`src/ums_pkg.sv`:
```
// Constants, register map and types for the modem interrupt and line status block.
//
// Summary of operation
// - No modem interrupt while master enable clear
// - DCD, RI trailing, DSR deltas always interrupt
// - Auto CTS off: CTS delta interrupts
// - Auto CTS on: CTS delta needs enable
// - Auto CTS off: transmit regardless of CTS
// - CTS lost: finish character, then stall
// - Stalled transmitter holds line at one
// - CTS back: start bit, then data
// - Data ready follows receive FIFO not empty
// - Overrun set when full FIFO meets character
// - Overrun keeps FIFO, drops new character
// - Line status read clears overrun
// - Bad parity sets flag, read clears
// - Parity flag follows head, FIFO enable
// - Line status read only, flags reset zero
// - Auto CTS still sets CTS delta
// - Sample CTS before each byte, send low
package ums_pkg;

  // ****************************************************************
  // Register offsets
  // ****************************************************************
  localparam logic [31:0] IRQ_ENABLE_OFS     = 32'h4000_8004;
  localparam logic [31:0] FIFO_CONTROL_OFS   = 32'h4000_8008;
  localparam logic [31:0] MODEM_CONTROL_OFS  = 32'h4000_8010;
  localparam logic [31:0] LINE_STATUS_OFS    = 32'h4000_8014;
  localparam logic [31:0] MODEM_STATUS_OFS   = 32'h4000_8018;
  localparam logic [31:0] IRQ_ENABLE_ALT_OFS = 32'h4000_8054;
  localparam logic [31:0] EVENT_STATUS_OFS   = 32'h4000_8060;
  localparam logic [31:0] EVENT_MASK_OFS     = 32'h4000_8064;

  // ****************************************************************
  // Field positions
  // ****************************************************************
  localparam int CTS_IRQ_EN_BIT   = 7;
  localparam int MSI_EN_BIT       = 3;
  localparam int AUTO_CTS_BIT     = 7;
  localparam int FIFO_EN_BIT      = 0;
  localparam int LSR_RDR_BIT      = 0;
  localparam int LSR_OE_BIT       = 1;
  localparam int LSR_PE_BIT       = 2;
  localparam int LSR_TX_HOLD_BIT  = 5;
  localparam int LSR_TX_EMPTY_BIT = 6;

  // Event bits of the sticky status register.
  localparam int EV_OVERRUN = 0;
  localparam int EV_PARITY  = 1;
  localparam int EV_MODEM   = 2;
  localparam int EV_STALL   = 3;

  // ****************************************************************
  // Reset values and defaults
  // ****************************************************************
  localparam logic [7:0]  REG_RESET    = 8'h00;
  localparam logic [3:0]  PIN_IDLE     = 4'hf;
  localparam int          CLKS_PER_BIT = 16;

  // ****************************************************************
  // Transmitter states
  // ****************************************************************
  typedef enum logic [3:0] {
    TX_IDLE  = 4'b0001,
    TX_START = 4'b0010,
    TX_DATA  = 4'b0100,
    TX_STOP  = 4'b1000
  } ums_tx_e;

endpackage : ums_pkg

```
`src/ums_top.sv`:
```
// Modem interrupt, auto clear-to-send transmitter and line status flags.
//
// Design decision made here: the plain strobed port.
`timescale 1ns/1ps

module ums_top #(
  parameter int CLKS_PER_BIT = ums_pkg::CLKS_PER_BIT
) (
  // Clock and reset.
  input  wire logic        i_clk,
  input  wire logic        i_rst_n,
  // Register port.
  input  wire logic [31:0] i_addr,
  input  wire logic [7:0]  i_wdata,
  input  wire logic        i_wr,
  input  wire logic        i_rd,
  output logic      [7:0]  o_rdata,
  // Modem pins, active low, asynchronous.
  input  wire logic        i_cts_n,
  input  wire logic        i_dsr_n,
  input  wire logic        i_ri_n,
  input  wire logic        i_dcd_n,
  // Transmit FIFO side.
  input  wire logic        i_tx_valid,
  input  wire logic [7:0]  i_tx_data,
  output logic             o_tx_take,
  output logic             o_txd,
  output logic             o_tx_stalled,
  // Receive side.
  input  wire logic        i_rx_done,
  input  wire logic        i_rx_parity_bad,
  input  wire logic        i_rx_head_new,
  input  wire logic        i_rx_head_parity_bad,
  input  wire logic        i_rx_fifo_full,
  input  wire logic        i_rx_fifo_empty,
  output logic             o_rx_push,
  // Interrupts.
  output logic             o_modem_irq,
  output logic             o_irq
);

  // ****************************************************************
  // Parameter checks
  // ****************************************************************
  generate
    if (CLKS_PER_BIT < 2 || CLKS_PER_BIT > 65535) begin : g_bad_rate
      $error("CLKS_PER_BIT must lie between 2 and 65535.");
    end
  endgenerate

  localparam logic [15:0] BIT_LAST = 16'(CLKS_PER_BIT - 1);

  // ****************************************************************
  // State
  // ****************************************************************
  typedef struct packed {
    logic [3:0]      pin_s1;
    logic [3:0]      pin_s2;
    logic [3:0]      pin_prev;
    logic [3:0]      delta;
    logic            cts_irq_en;
    logic            msi_en;
    logic            auto_cts;
    logic            fifo_en;
    logic [3:0]      ev_stat;
    logic [3:0]      ev_mask;
    logic            rx_data_ready;
    logic            oe;
    logic            pe;
    ums_pkg::ums_tx_e tx_st;
    logic [2:0]      bit_cnt;
    logic [15:0]     baud;
    logic [7:0]      shift;
    logic            txd;
    logic            stalled;
    logic [7:0]      rdata;
  } ums_state_s;

  ums_state_s st;
  ums_state_s next_st;

  // Pin order in the synchroniser: cts, dsr, ri, dcd.
  logic [3:0] pins_raw;
  logic       cts_active;
  logic       tx_go;
  logic       bit_end;
  logic       rd_lsr;
  logic       rd_msr;
  logic       rd_ev;
  logic [3:0] new_delta;
  logic [3:0] new_ev;
  logic [7:0] lsr_val;
  logic [7:0] msr_val;
  logic       modem_cond;

  assign pins_raw   = {i_dcd_n, i_ri_n, i_dsr_n, i_cts_n};
  assign cts_active = ~st.pin_s2[0];
  assign bit_end    = (st.baud == BIT_LAST);
  assign rd_lsr     = i_rd && (i_addr == ums_pkg::LINE_STATUS_OFS);
  assign rd_msr     = i_rd && (i_addr == ums_pkg::MODEM_STATUS_OFS);
  assign rd_ev      = i_rd && (i_addr == ums_pkg::EVENT_STATUS_OFS);

  // ****************************************************************
  // Modem status interrupt
  // ****************************************************************
  // The CTS delta counts only without auto CTS or with its own enable.
  assign modem_cond = (|st.delta[3:1])
                    || (st.delta[0] && (!st.auto_cts
                    || st.cts_irq_en));
  assign o_modem_irq = st.msi_en && modem_cond;

  // ****************************************************************
  // Transmitter start decision
  // ****************************************************************
  // A character starts only from idle, so one in flight always finishes.
  assign tx_go = (st.tx_st == ums_pkg::TX_IDLE) && i_tx_valid
               && (!st.auto_cts
               || cts_active);
  assign o_tx_take    = tx_go;
  assign o_txd        = st.txd;
  assign o_tx_stalled = st.stalled;

  // ****************************************************************
  // Receive side
  // ****************************************************************
  // A completed character is pushed only when there is room for it.
  assign o_rx_push = i_rx_done && !i_rx_fifo_full;

  // Status views assembled for reads.
  assign lsr_val = {1'b0,
                    (st.tx_st == ums_pkg::TX_IDLE) && !i_tx_valid,
                    !i_tx_valid,
                    2'b00,
                    st.pe,
                    st.oe,
                    st.rx_data_ready};
  assign msr_val = {~st.pin_s2[3], ~st.pin_s2[2], ~st.pin_s2[1],
                    ~st.pin_s2[0], st.delta[3], st.delta[2],
                    st.delta[1], st.delta[0]};

  assign o_rdata = st.rdata;
  assign o_irq   = |(st.ev_stat & st.ev_mask);

  // ****************************************************************
  // Next state
  // ****************************************************************
  // Computes every field of the next state from the present one.
  always_comb begin
    next_st = st;

    // Two-flop synchroniser; only the second stage feeds logic.
    next_st.pin_s1   = pins_raw;
    next_st.pin_s2   = st.pin_s1;
    next_st.pin_prev = st.pin_s2;

    // Delta flags: change on CTS, DSR, DCD; RI only on its trailing edge.
    new_delta[0] = st.pin_s2[0] ^ st.pin_prev[0];
    new_delta[1] = st.pin_s2[1] ^ st.pin_prev[1];
    new_delta[2] = st.pin_s2[2] && !st.pin_prev[2];
    new_delta[3] = st.pin_s2[3] ^ st.pin_prev[3];
    if (rd_msr) begin
      next_st.delta = 4'h0;
    end
    next_st.delta = next_st.delta | new_delta;

    // Software writes of control registers.
    if (i_wr) begin
      case (i_addr)
        ums_pkg::IRQ_ENABLE_OFS: begin
          next_st.cts_irq_en = i_wdata[ums_pkg::CTS_IRQ_EN_BIT];
        end
        ums_pkg::IRQ_ENABLE_ALT_OFS: begin
          next_st.msi_en = i_wdata[ums_pkg::MSI_EN_BIT];
        end
        ums_pkg::MODEM_CONTROL_OFS: begin
          next_st.auto_cts = i_wdata[ums_pkg::AUTO_CTS_BIT];
        end
        ums_pkg::FIFO_CONTROL_OFS: begin
          next_st.fifo_en = i_wdata[ums_pkg::FIFO_EN_BIT];
        end
        ums_pkg::EVENT_MASK_OFS: begin
          next_st.ev_mask = i_wdata[3:0];
        end
        default: begin
        end
      endcase
    end

    // Data ready mirrors the receive FIFO holding a character.
    next_st.rx_data_ready = !i_rx_fifo_empty;

    // Overrun and parity flags clear on a line status read; a new
    // event in the same cycle still sets them.
    if (rd_lsr) begin
      next_st.oe = 1'b0;
      next_st.pe = 1'b0;
    end
    if (i_rx_done && i_rx_fifo_full) begin
      next_st.oe = 1'b1;
    end
    // With the FIFO on, parity shows when the character reaches the head.
    if (st.fifo_en) begin
      if (i_rx_head_new && i_rx_head_parity_bad) begin
        next_st.pe = 1'b1;
      end
    end else if (i_rx_done && i_rx_parity_bad) begin
      next_st.pe = 1'b1;
    end

    // Transmitter serialiser.
    next_st.baud = bit_end ? 16'h0000 : st.baud + 16'h0001;
    case (st.tx_st)
      ums_pkg::TX_IDLE: begin
        next_st.txd  = 1'b1;
        next_st.baud = 16'h0000;
        next_st.stalled = i_tx_valid && st.auto_cts && !cts_active;
        if (tx_go) begin
          next_st.shift = i_tx_data;
          next_st.txd   = 1'b0;
          next_st.tx_st = ums_pkg::TX_START;
        end
      end
      ums_pkg::TX_START: begin
        if (bit_end) begin
          next_st.txd     = st.shift[0];
          next_st.shift   = {1'b0, st.shift[7:1]};
          next_st.bit_cnt = 3'h0;
          next_st.tx_st   = ums_pkg::TX_DATA;
        end
      end
      ums_pkg::TX_DATA: begin
        if (bit_end) begin
          if (st.bit_cnt == 3'h7) begin
            next_st.txd   = 1'b1;
            next_st.tx_st = ums_pkg::TX_STOP;
          end else begin
            next_st.txd     = st.shift[0];
            next_st.shift   = {1'b0, st.shift[7:1]};
            next_st.bit_cnt = st.bit_cnt + 3'h1;
          end
        end
      end
      ums_pkg::TX_STOP: begin
        // CTS is looked at again only once this stop bit has ended.
        if (bit_end) begin
          next_st.tx_st = ums_pkg::TX_IDLE;
        end
      end
      default: begin
        next_st.tx_st = ums_pkg::TX_IDLE;
        next_st.txd   = 1'b1;
      end
    endcase

    // Sticky events; a read clears, a same-cycle event wins.
    new_ev = 4'h0;
    new_ev[ums_pkg::EV_OVERRUN] = i_rx_done && i_rx_fifo_full;
    new_ev[ums_pkg::EV_PARITY]  = next_st.pe && !st.pe;
    new_ev[ums_pkg::EV_MODEM]   = |new_delta;
    new_ev[ums_pkg::EV_STALL]   = next_st.stalled && !st.stalled;
    if (rd_ev) begin
      next_st.ev_stat = 4'h0;
    end
    next_st.ev_stat = next_st.ev_stat | new_ev;

    // Read data for the cycle after the strobe.
    next_st.rdata = ums_pkg::REG_RESET;
    if (i_rd) begin
      case (i_addr)
        ums_pkg::LINE_STATUS_OFS: begin
          next_st.rdata = lsr_val;
        end
        ums_pkg::MODEM_STATUS_OFS: begin
          next_st.rdata = msr_val;
        end
        ums_pkg::IRQ_ENABLE_OFS: begin
          next_st.rdata = {st.cts_irq_en, 7'h00};
        end
        ums_pkg::IRQ_ENABLE_ALT_OFS: begin
          next_st.rdata = {4'h0, st.msi_en, 3'h0};
        end
        ums_pkg::MODEM_CONTROL_OFS: begin
          next_st.rdata = {st.auto_cts, 7'h00};
        end
        ums_pkg::EVENT_STATUS_OFS: begin
          next_st.rdata = {4'h0, st.ev_stat};
        end
        ums_pkg::EVENT_MASK_OFS: begin
          next_st.rdata = {4'h0, st.ev_mask};
        end
        default: begin
          next_st.rdata = ums_pkg::REG_RESET;
        end
      endcase
    end
  end

  // ****************************************************************
  // State register
  // ****************************************************************
  // Synchronous reset puts every field at a constant.
  always_ff @(posedge i_clk) begin
    if (!i_rst_n) begin
      st            <= '0;
      st.pin_s1     <= ums_pkg::PIN_IDLE;
      st.pin_s2     <= ums_pkg::PIN_IDLE;
      st.pin_prev   <= ums_pkg::PIN_IDLE;
      st.tx_st      <= ums_pkg::TX_IDLE;
      st.txd        <= 1'b1;
      st.rdata      <= ums_pkg::REG_RESET;
    end else begin
      st <= next_st;
    end
  end

endmodule : ums_top

```
`config.mk`:
```
export PLATFORM = sky130hd
export DESIGN_NAME = ums_top
export DESIGN_NICKNAME = d
export VERILOG_FILES = /design/src/ums_pkg.sv /design/src/ums_top.sv
export SDC_FILE = /design/constraint.sdc
export NUM_CORES = 1
export LEC_CHECK = 0
export BUFFER_PORTS_ARGS = -buffer_cell sky130_fd_sc_hd__buf_4
export CAP_MARGIN = 20
export CORE_MARGIN = 4
export CORE_UTILIZATION = 45
export DETAILED_ROUTE_END_ITERATION = 6
export PLACE_DENSITY_LB_ADDON = 0.08
export SLEW_MARGIN = 10
export SYNTH_ARGS = -nofsm -noshare
export SYNTH_HDL_FRONTEND = slang
export SYNTH_SLANG_ARGS = --single-unit
```
`constraint.sdc`:
```
create_clock -name i_clk -period 2.4 [get_ports i_clk]
set_input_delay 0.24 -clock i_clk [delete_from_list [all_inputs] [get_ports i_clk]]
set_output_delay 0.24 -clock i_clk [all_outputs]
set_load 0.02 [all_outputs]
```
Yosys cells after proc, flatten, opt, wreduce, memory -nomap -nowiden
Cells that the tools add are included.
{ "word_totals": {"ramBits": 0, "reg_bits": 72, "word_cells": 122, "latchBits": 0, "out_inout_bits": 14, "rom_bits": 0, "mem_count": 0} }
{ "op_classes": {"eq_ne": 20, "n_lt_le_gt_ge": 0, "add_sub_neg": 2, "n_div": 0, "bitwise_logic": 12, "reduce_logical": 44, "muxes": 24, "n_shift": 0, "multipliers": 0} }
{ "op_table": {"columns": ["op", "n"], "rows": [
  ["$eq A32 B31 Y1 const B", 8],
  ["$pmux W8 S7", 1],
  ["$mux W9", 3],
  ["$pmux W8 S3", 1],
  ["$mux W4", 5],
  ["$logic_and A1 B1 Y1", 17],
  ["$add A16 B1 Y16 const B", 1],
  ["$eq A16 B4 Y1 const B", 1],
  ["$pmux W4 S4", 1],
  ["$mux W7", 2],
  ["$ne A2 B2 Y1 const B", 6],
  ["$reduce_and A2 Y1", 6],
  ["$reduce_and A5 Y1", 2],
  ["$mux W8", 1],
  ["$or A4 B4 Y4", 2],
  ["$reduce_or A4 Y1", 2],
  ["$logic_not A1 Y1", 7],
  ["$mux W1", 6],
  ["$not A1 Y1", 6],
  ["$pmux W3 S2", 1],
  ["$reduce_or A3 Y1", 2],
  ["$and A4 B4 Y4", 1],
  ["$eq A4 B1 Y1 const B", 1],
  ["$eq A4 B2 Y1 const B", 1],
  ["13 further kinds", 18]
]} }

Logic depth before layout (Yosys ltp)
{ "logic_depth": {"depth_word": 7, "ltp_mapped": 7, "ltp_nobuf": 5} }

Least setup slack after synthesis
No wires, ideal clock.
{ "synth_path": {"kind": "flip-flop to flip-flop", "startpoint": "reg st[38] (netlist bit)", "endpoint": "reg st[10] (netlist bit)", "period_less_slack_ps": 1749, "n_path_buf": 3, "slack_ps": 651, "required_ps": 2304, "arrival_time_ps": 1653, "path_stages_with_launch": 8, "setup_time_ps": 96, "cell_sequence": "dfxtp_1 > buf_2 > nor4b_2 > and3_1 > buf_2 > buf_2 > nor2_1 > a221oi_1"} }
{ "synth_between": {"elab_chain_len": 5} }
{ "synth_rtl": {"columns": ["element", "line", "source"], "rows": [
  ["from (decl)", "ums_top.sv:79", "ums_state_s st;"],
  ["from (signal assigned)", "ums_top.sv:312", "st <= next_st;"],
  ["$eq A4 B1 Y1", "ums_top.sv:116", "assign tx_go = (st.tx_st == ums_pkg::TX_IDLE) && i_tx_valid"],
  ["$logic_and A1 B1 Y1", "ums_top.sv:116", null],
  ["$logic_and A1 B1 Y1", "ums_top.sv:117", "&& (!st.auto_cts"],
  ["via o_tx_take", "ums_top.sv:26", "output logic o_tx_take,"],
  ["$ne A2 B2 Y1 (no line)", null, null],
  ["$reduce_and A5 Y1 (no line)", null, null]
]} }
The timed path passes the listed nets, and every way through them passes these cells.
A chain may end at the register's enable or synchronous reset.

Worst setup path after layout
{ "layout_path": {"startpoint": "reg st[37] (netlist bit)", "endpoint": "out o_tx_take"} }
{ "layout_between": {"elab_chain_len": 3} }
{ "layout_rtl": {"columns": ["element", "line"], "rows": [
  ["$eq A4 B1 Y1", "ums_top.sv:116"],
  ["$logic_and A1 B1 Y1", "ums_top.sv:116"],
  ["$logic_and A1 B1 Y1", "ums_top.sv:117"],
  ["to (decl)", "ums_top.sv:26"]
]} }
Every way passes these cells.

==> results.py <==
metrics = {
    "status": {
        "outcome": "finished, final reports clean",
    },
    "die": {
        "die_x_um": 95.3,
        "rows": 31,
        "die_height_um": 95.3,
        "initial_core_util_pct": 46.8,
        "dieArea_um2": 9080,
        "io_pins": 77,
        "coreArea_um2": 7330,
    },
    "finish": {
        "fin_nets": 521,
        "post-route-util_pct": 57.7,
        "fillerInstances": 658,
        "area_delta_synth_final_pct": 23.3,
        "finalInstanceArea_um2": 4230,
        "drive_gt1_share_pct": 22.4,
        "ff_latch_area_um2": 1440,
        "multi_input_area_um2": 1820,
        "diodes": 0,
    },
    "timing": {
        "final.setup_skew_ns": 0.0115,
        "fin_crit_sh_pct": 86.6,
        "min_period_ns": 2.08,
        "worst_slack_ns": 0.322,
        "fmax_mhz": 481,
        "finalSetupViolCount": 0,
        "hold_viol": 0,
        "drv_slew": 0,
        "tns_ns": 0,
        "hold-worst-slack_ns": 0.0472,
        "rsz0062_at_grt": "no",
        "max_slew_margin_pct": 59.8,
        "tightest_slew_ns": 0.601,
    },
    "clock_tree": {
        "cts_max_path_buffers": 2,
        "cts.sinks": 72,
        "cts_made_buffers": 9,
        "holdBufCountCts": 0,
        "cts_root_buffer": "clkbuf_8",
        "cts_tree": "done",
        "cts.clk_slew.worst_paths_ns": 0.08,
        "cts_setup_buffers": 0,
        "clk_latency_ns": 0.35,
        "cts.repair.resized": 0,
        "cts.htree.levels": 3,
    },
    "global_routing": {
        "met1_usage_pct": 21.8,
        "grt_max_degree": 32,
        "grt_pass1_vias": 2826,
        "antenna_found_initial": 0,
        "met3_usage_pct": 5.29,
        "grt_overflow_total": 0,
        "met2_usage_pct": 31.2,
        "grt_pass1_wl_um": 13000,
        "grt-busiest-layer": "met2",
        "grt_usage_pct": 18.3,
    },
    "routing": {
        "drc": 0,
        "postRouteAntennaNets": 0,
        "first_iter_violations": 88,
        "detail_route.vias_per_cell": 5.60,
        "vias": 3130,
        "wire_per_inst_um": 14.6,
        "wirelength_um": 8140,
        "first_pass_iters": 4,
    },
    "synth": {
        "synthDistinctLibCells": 55,
        "synth_compound_area_share_pct": 16.0,
        "synthAdderAreaFrac_pct": 1.09,
        "ys_seq_elements": 72,
        "synthesis.area_um2": 3430,
        "synth_area_leaders": "dfxtp_1, nand2_1, nor2_1",
        "syn-num-nets": 457,
        "avgSynthCellArea_um2": 8.77,
        "synthMuxAreaShare_pct": 3.21,
        "yosysTopAreaCell": "dfxtp_1",
        "ys.flop_type": "dfxtp_1",
        "ys_seq_area_share_pct": 42.0,
        "ys_async_sr_fraction_pct": 0,
        "yosys-top-cells-count": "dfxtp_1, nand2_1, nor2_1",
        "synth_xor_area_share_pct": 4.08,
        "synthSimpleGateAreaFrac_pct": 28.7,
        "synthCells": 391,
        "synth-edff-count": 0,
        "synth_top_cell_area_share_pct": 42.0,
        "yosys_warnings": 0,
        "yosys.cell_count.top_type": "dfxtp_1",
        "synth_top_family_by_area": "simple AND/OR/NAND/NOR gates",
    },
    "place": {
        "placed_cell_area_um2": 4020,
        "place_hpwl_um": 5860,
        "io_buffers": 73,
        "pre_cts_ws_ns": 0.419,
        "place.gp.congestion": 0.834,
    },
    "min_path": {
        "whs_endpoint": "lsr_val[0]",
        "min_delay_path_depth": 2,
        "min_from": "i_rx_fifo_empty",
        "hold_class": "primary input to register",
    },
    "worst_setup_path": {
        "r2r-start": "st[29]",
        "rr_worst_depth": 4,
        "crit_path_end_kind": "output pin",
        "required_ns": 2.16,
        "arrival_ns": 1.84,
        "rrSetupSlack_ns": 0.42,
        "startpoint_type": "register",
        "cp_max_fo": 19,
        "crit_type": "register to output pin",
        "r2r_end": "st[12]",
    },
    "power_and_ir_drop": {
        "peakVddDrop_mv": 0.433,
        "leakage_uw": 0.00163,
        "powerDensity_nw_per_um2": 625,
    },
    "flow_run": {
        "max-cap-violations": 0,
    },
}
cells by family (layout without fill, tap and decap cells):
group           after synthesis  after routing
simple gates                176            176
compound gates               78             78
flops                        72             72
buf+inv                      35            104
xor+xnor                     16             16
mux                          11             11
fa+ha+maj                     3              3
flip-flops by register name, indices dropped and copies added (netlist names):
signal and count:
st 47, next_st 8, o_rdata 8, msr_val 4, lsr_val 3, o_tx_stalled 1, o_txd 1
layer usage:
| layer | share of wire [%] | vias to the layer above |
|---|---|---|
| met1 | 43 | 1455 |
| met2 | 48 | 104 |
| met4 | 1.5 | 0 |
| met3 | 8.3 | 11 |
| met5 | 0 | - |
| li1 | - | 1560 |
cell usage in the layout (no fill, tap or decap), types with 3 or more instances in the layout:
master / instances
xor2_1: 7
buf_4: 80
a41oi_1: 3
and3_1: 5
nand3b_1: 3
dfxtp_1: 72
nor4b_1: 5
nand2b_1: 17
mux2i_1: 11
xnor2_1: 9
or3_1: 5
nor3b_1: 3
and4_1: 3
nand4_1: 10
nand3_1: 8
o22ai_1: 4
nor3_1: 8
inv_6: 3
o41ai_1: 4
and2_1: 4
a21oi_1: 13
nor2_1: 34
nand2_1: 41
clkbuf_8: 10
nor4_1: 12
ha_1: 3
o21ai_0: 15
a22oi_1: 9
nor2b_1: 5
a221oi_1: 10
inv_1: 8
worst max-delay path: stages (launching register included):
cell and delay [ns]:
dfxtp_1 0.48, nor4b_2 0.41, and3_1 0.21, buf_4 0.22
buf_4 0.18
area by class of cell:
type | instances | area share [%]
multi-input combinational | 284 | 43.1
tap | 99 | 2.93
timing repair buffer | 80 | 14.2
inverter | 8 | 0.710
clock buffer | 10 | 3.25
sequential | 72 | 34.1
clock inverter | 6 | 1.72
worst max path at each step:
stage | startpoint | endpoint | slack, ns
2_1_floorplan | st[38] | st[10] | 0.65
3_3_place_gp | st[23] | st[14] | 0.45
3_5_place_dp | i_addr[1] | st[44] | 0.42
4_1_cts | st[37] | o_tx_take | 0.30
5_1_grt | st[37] | o_tx_take | 0.13
6_report | st[37] | o_tx_take | 0.32
report_power, final:
group / internal [µW] / total, µW / switching, µW
combinational: 167 / 338 / 171
clock: 525 / 1010 / 490
sequential: 1250 / 1290 / 42.0
per-stage QoR:
stage / power, µW / std cells
3_5_place_dp: 1650 / 543
3_3_place_gp: 1650 / 543
6_report: 2640 / 559
2_1_floorplan: 1510 / 391
4_1_cts: 2680 / 559
5_1_grt: 2780 / 559
Power figures use the tool's default switching activity.
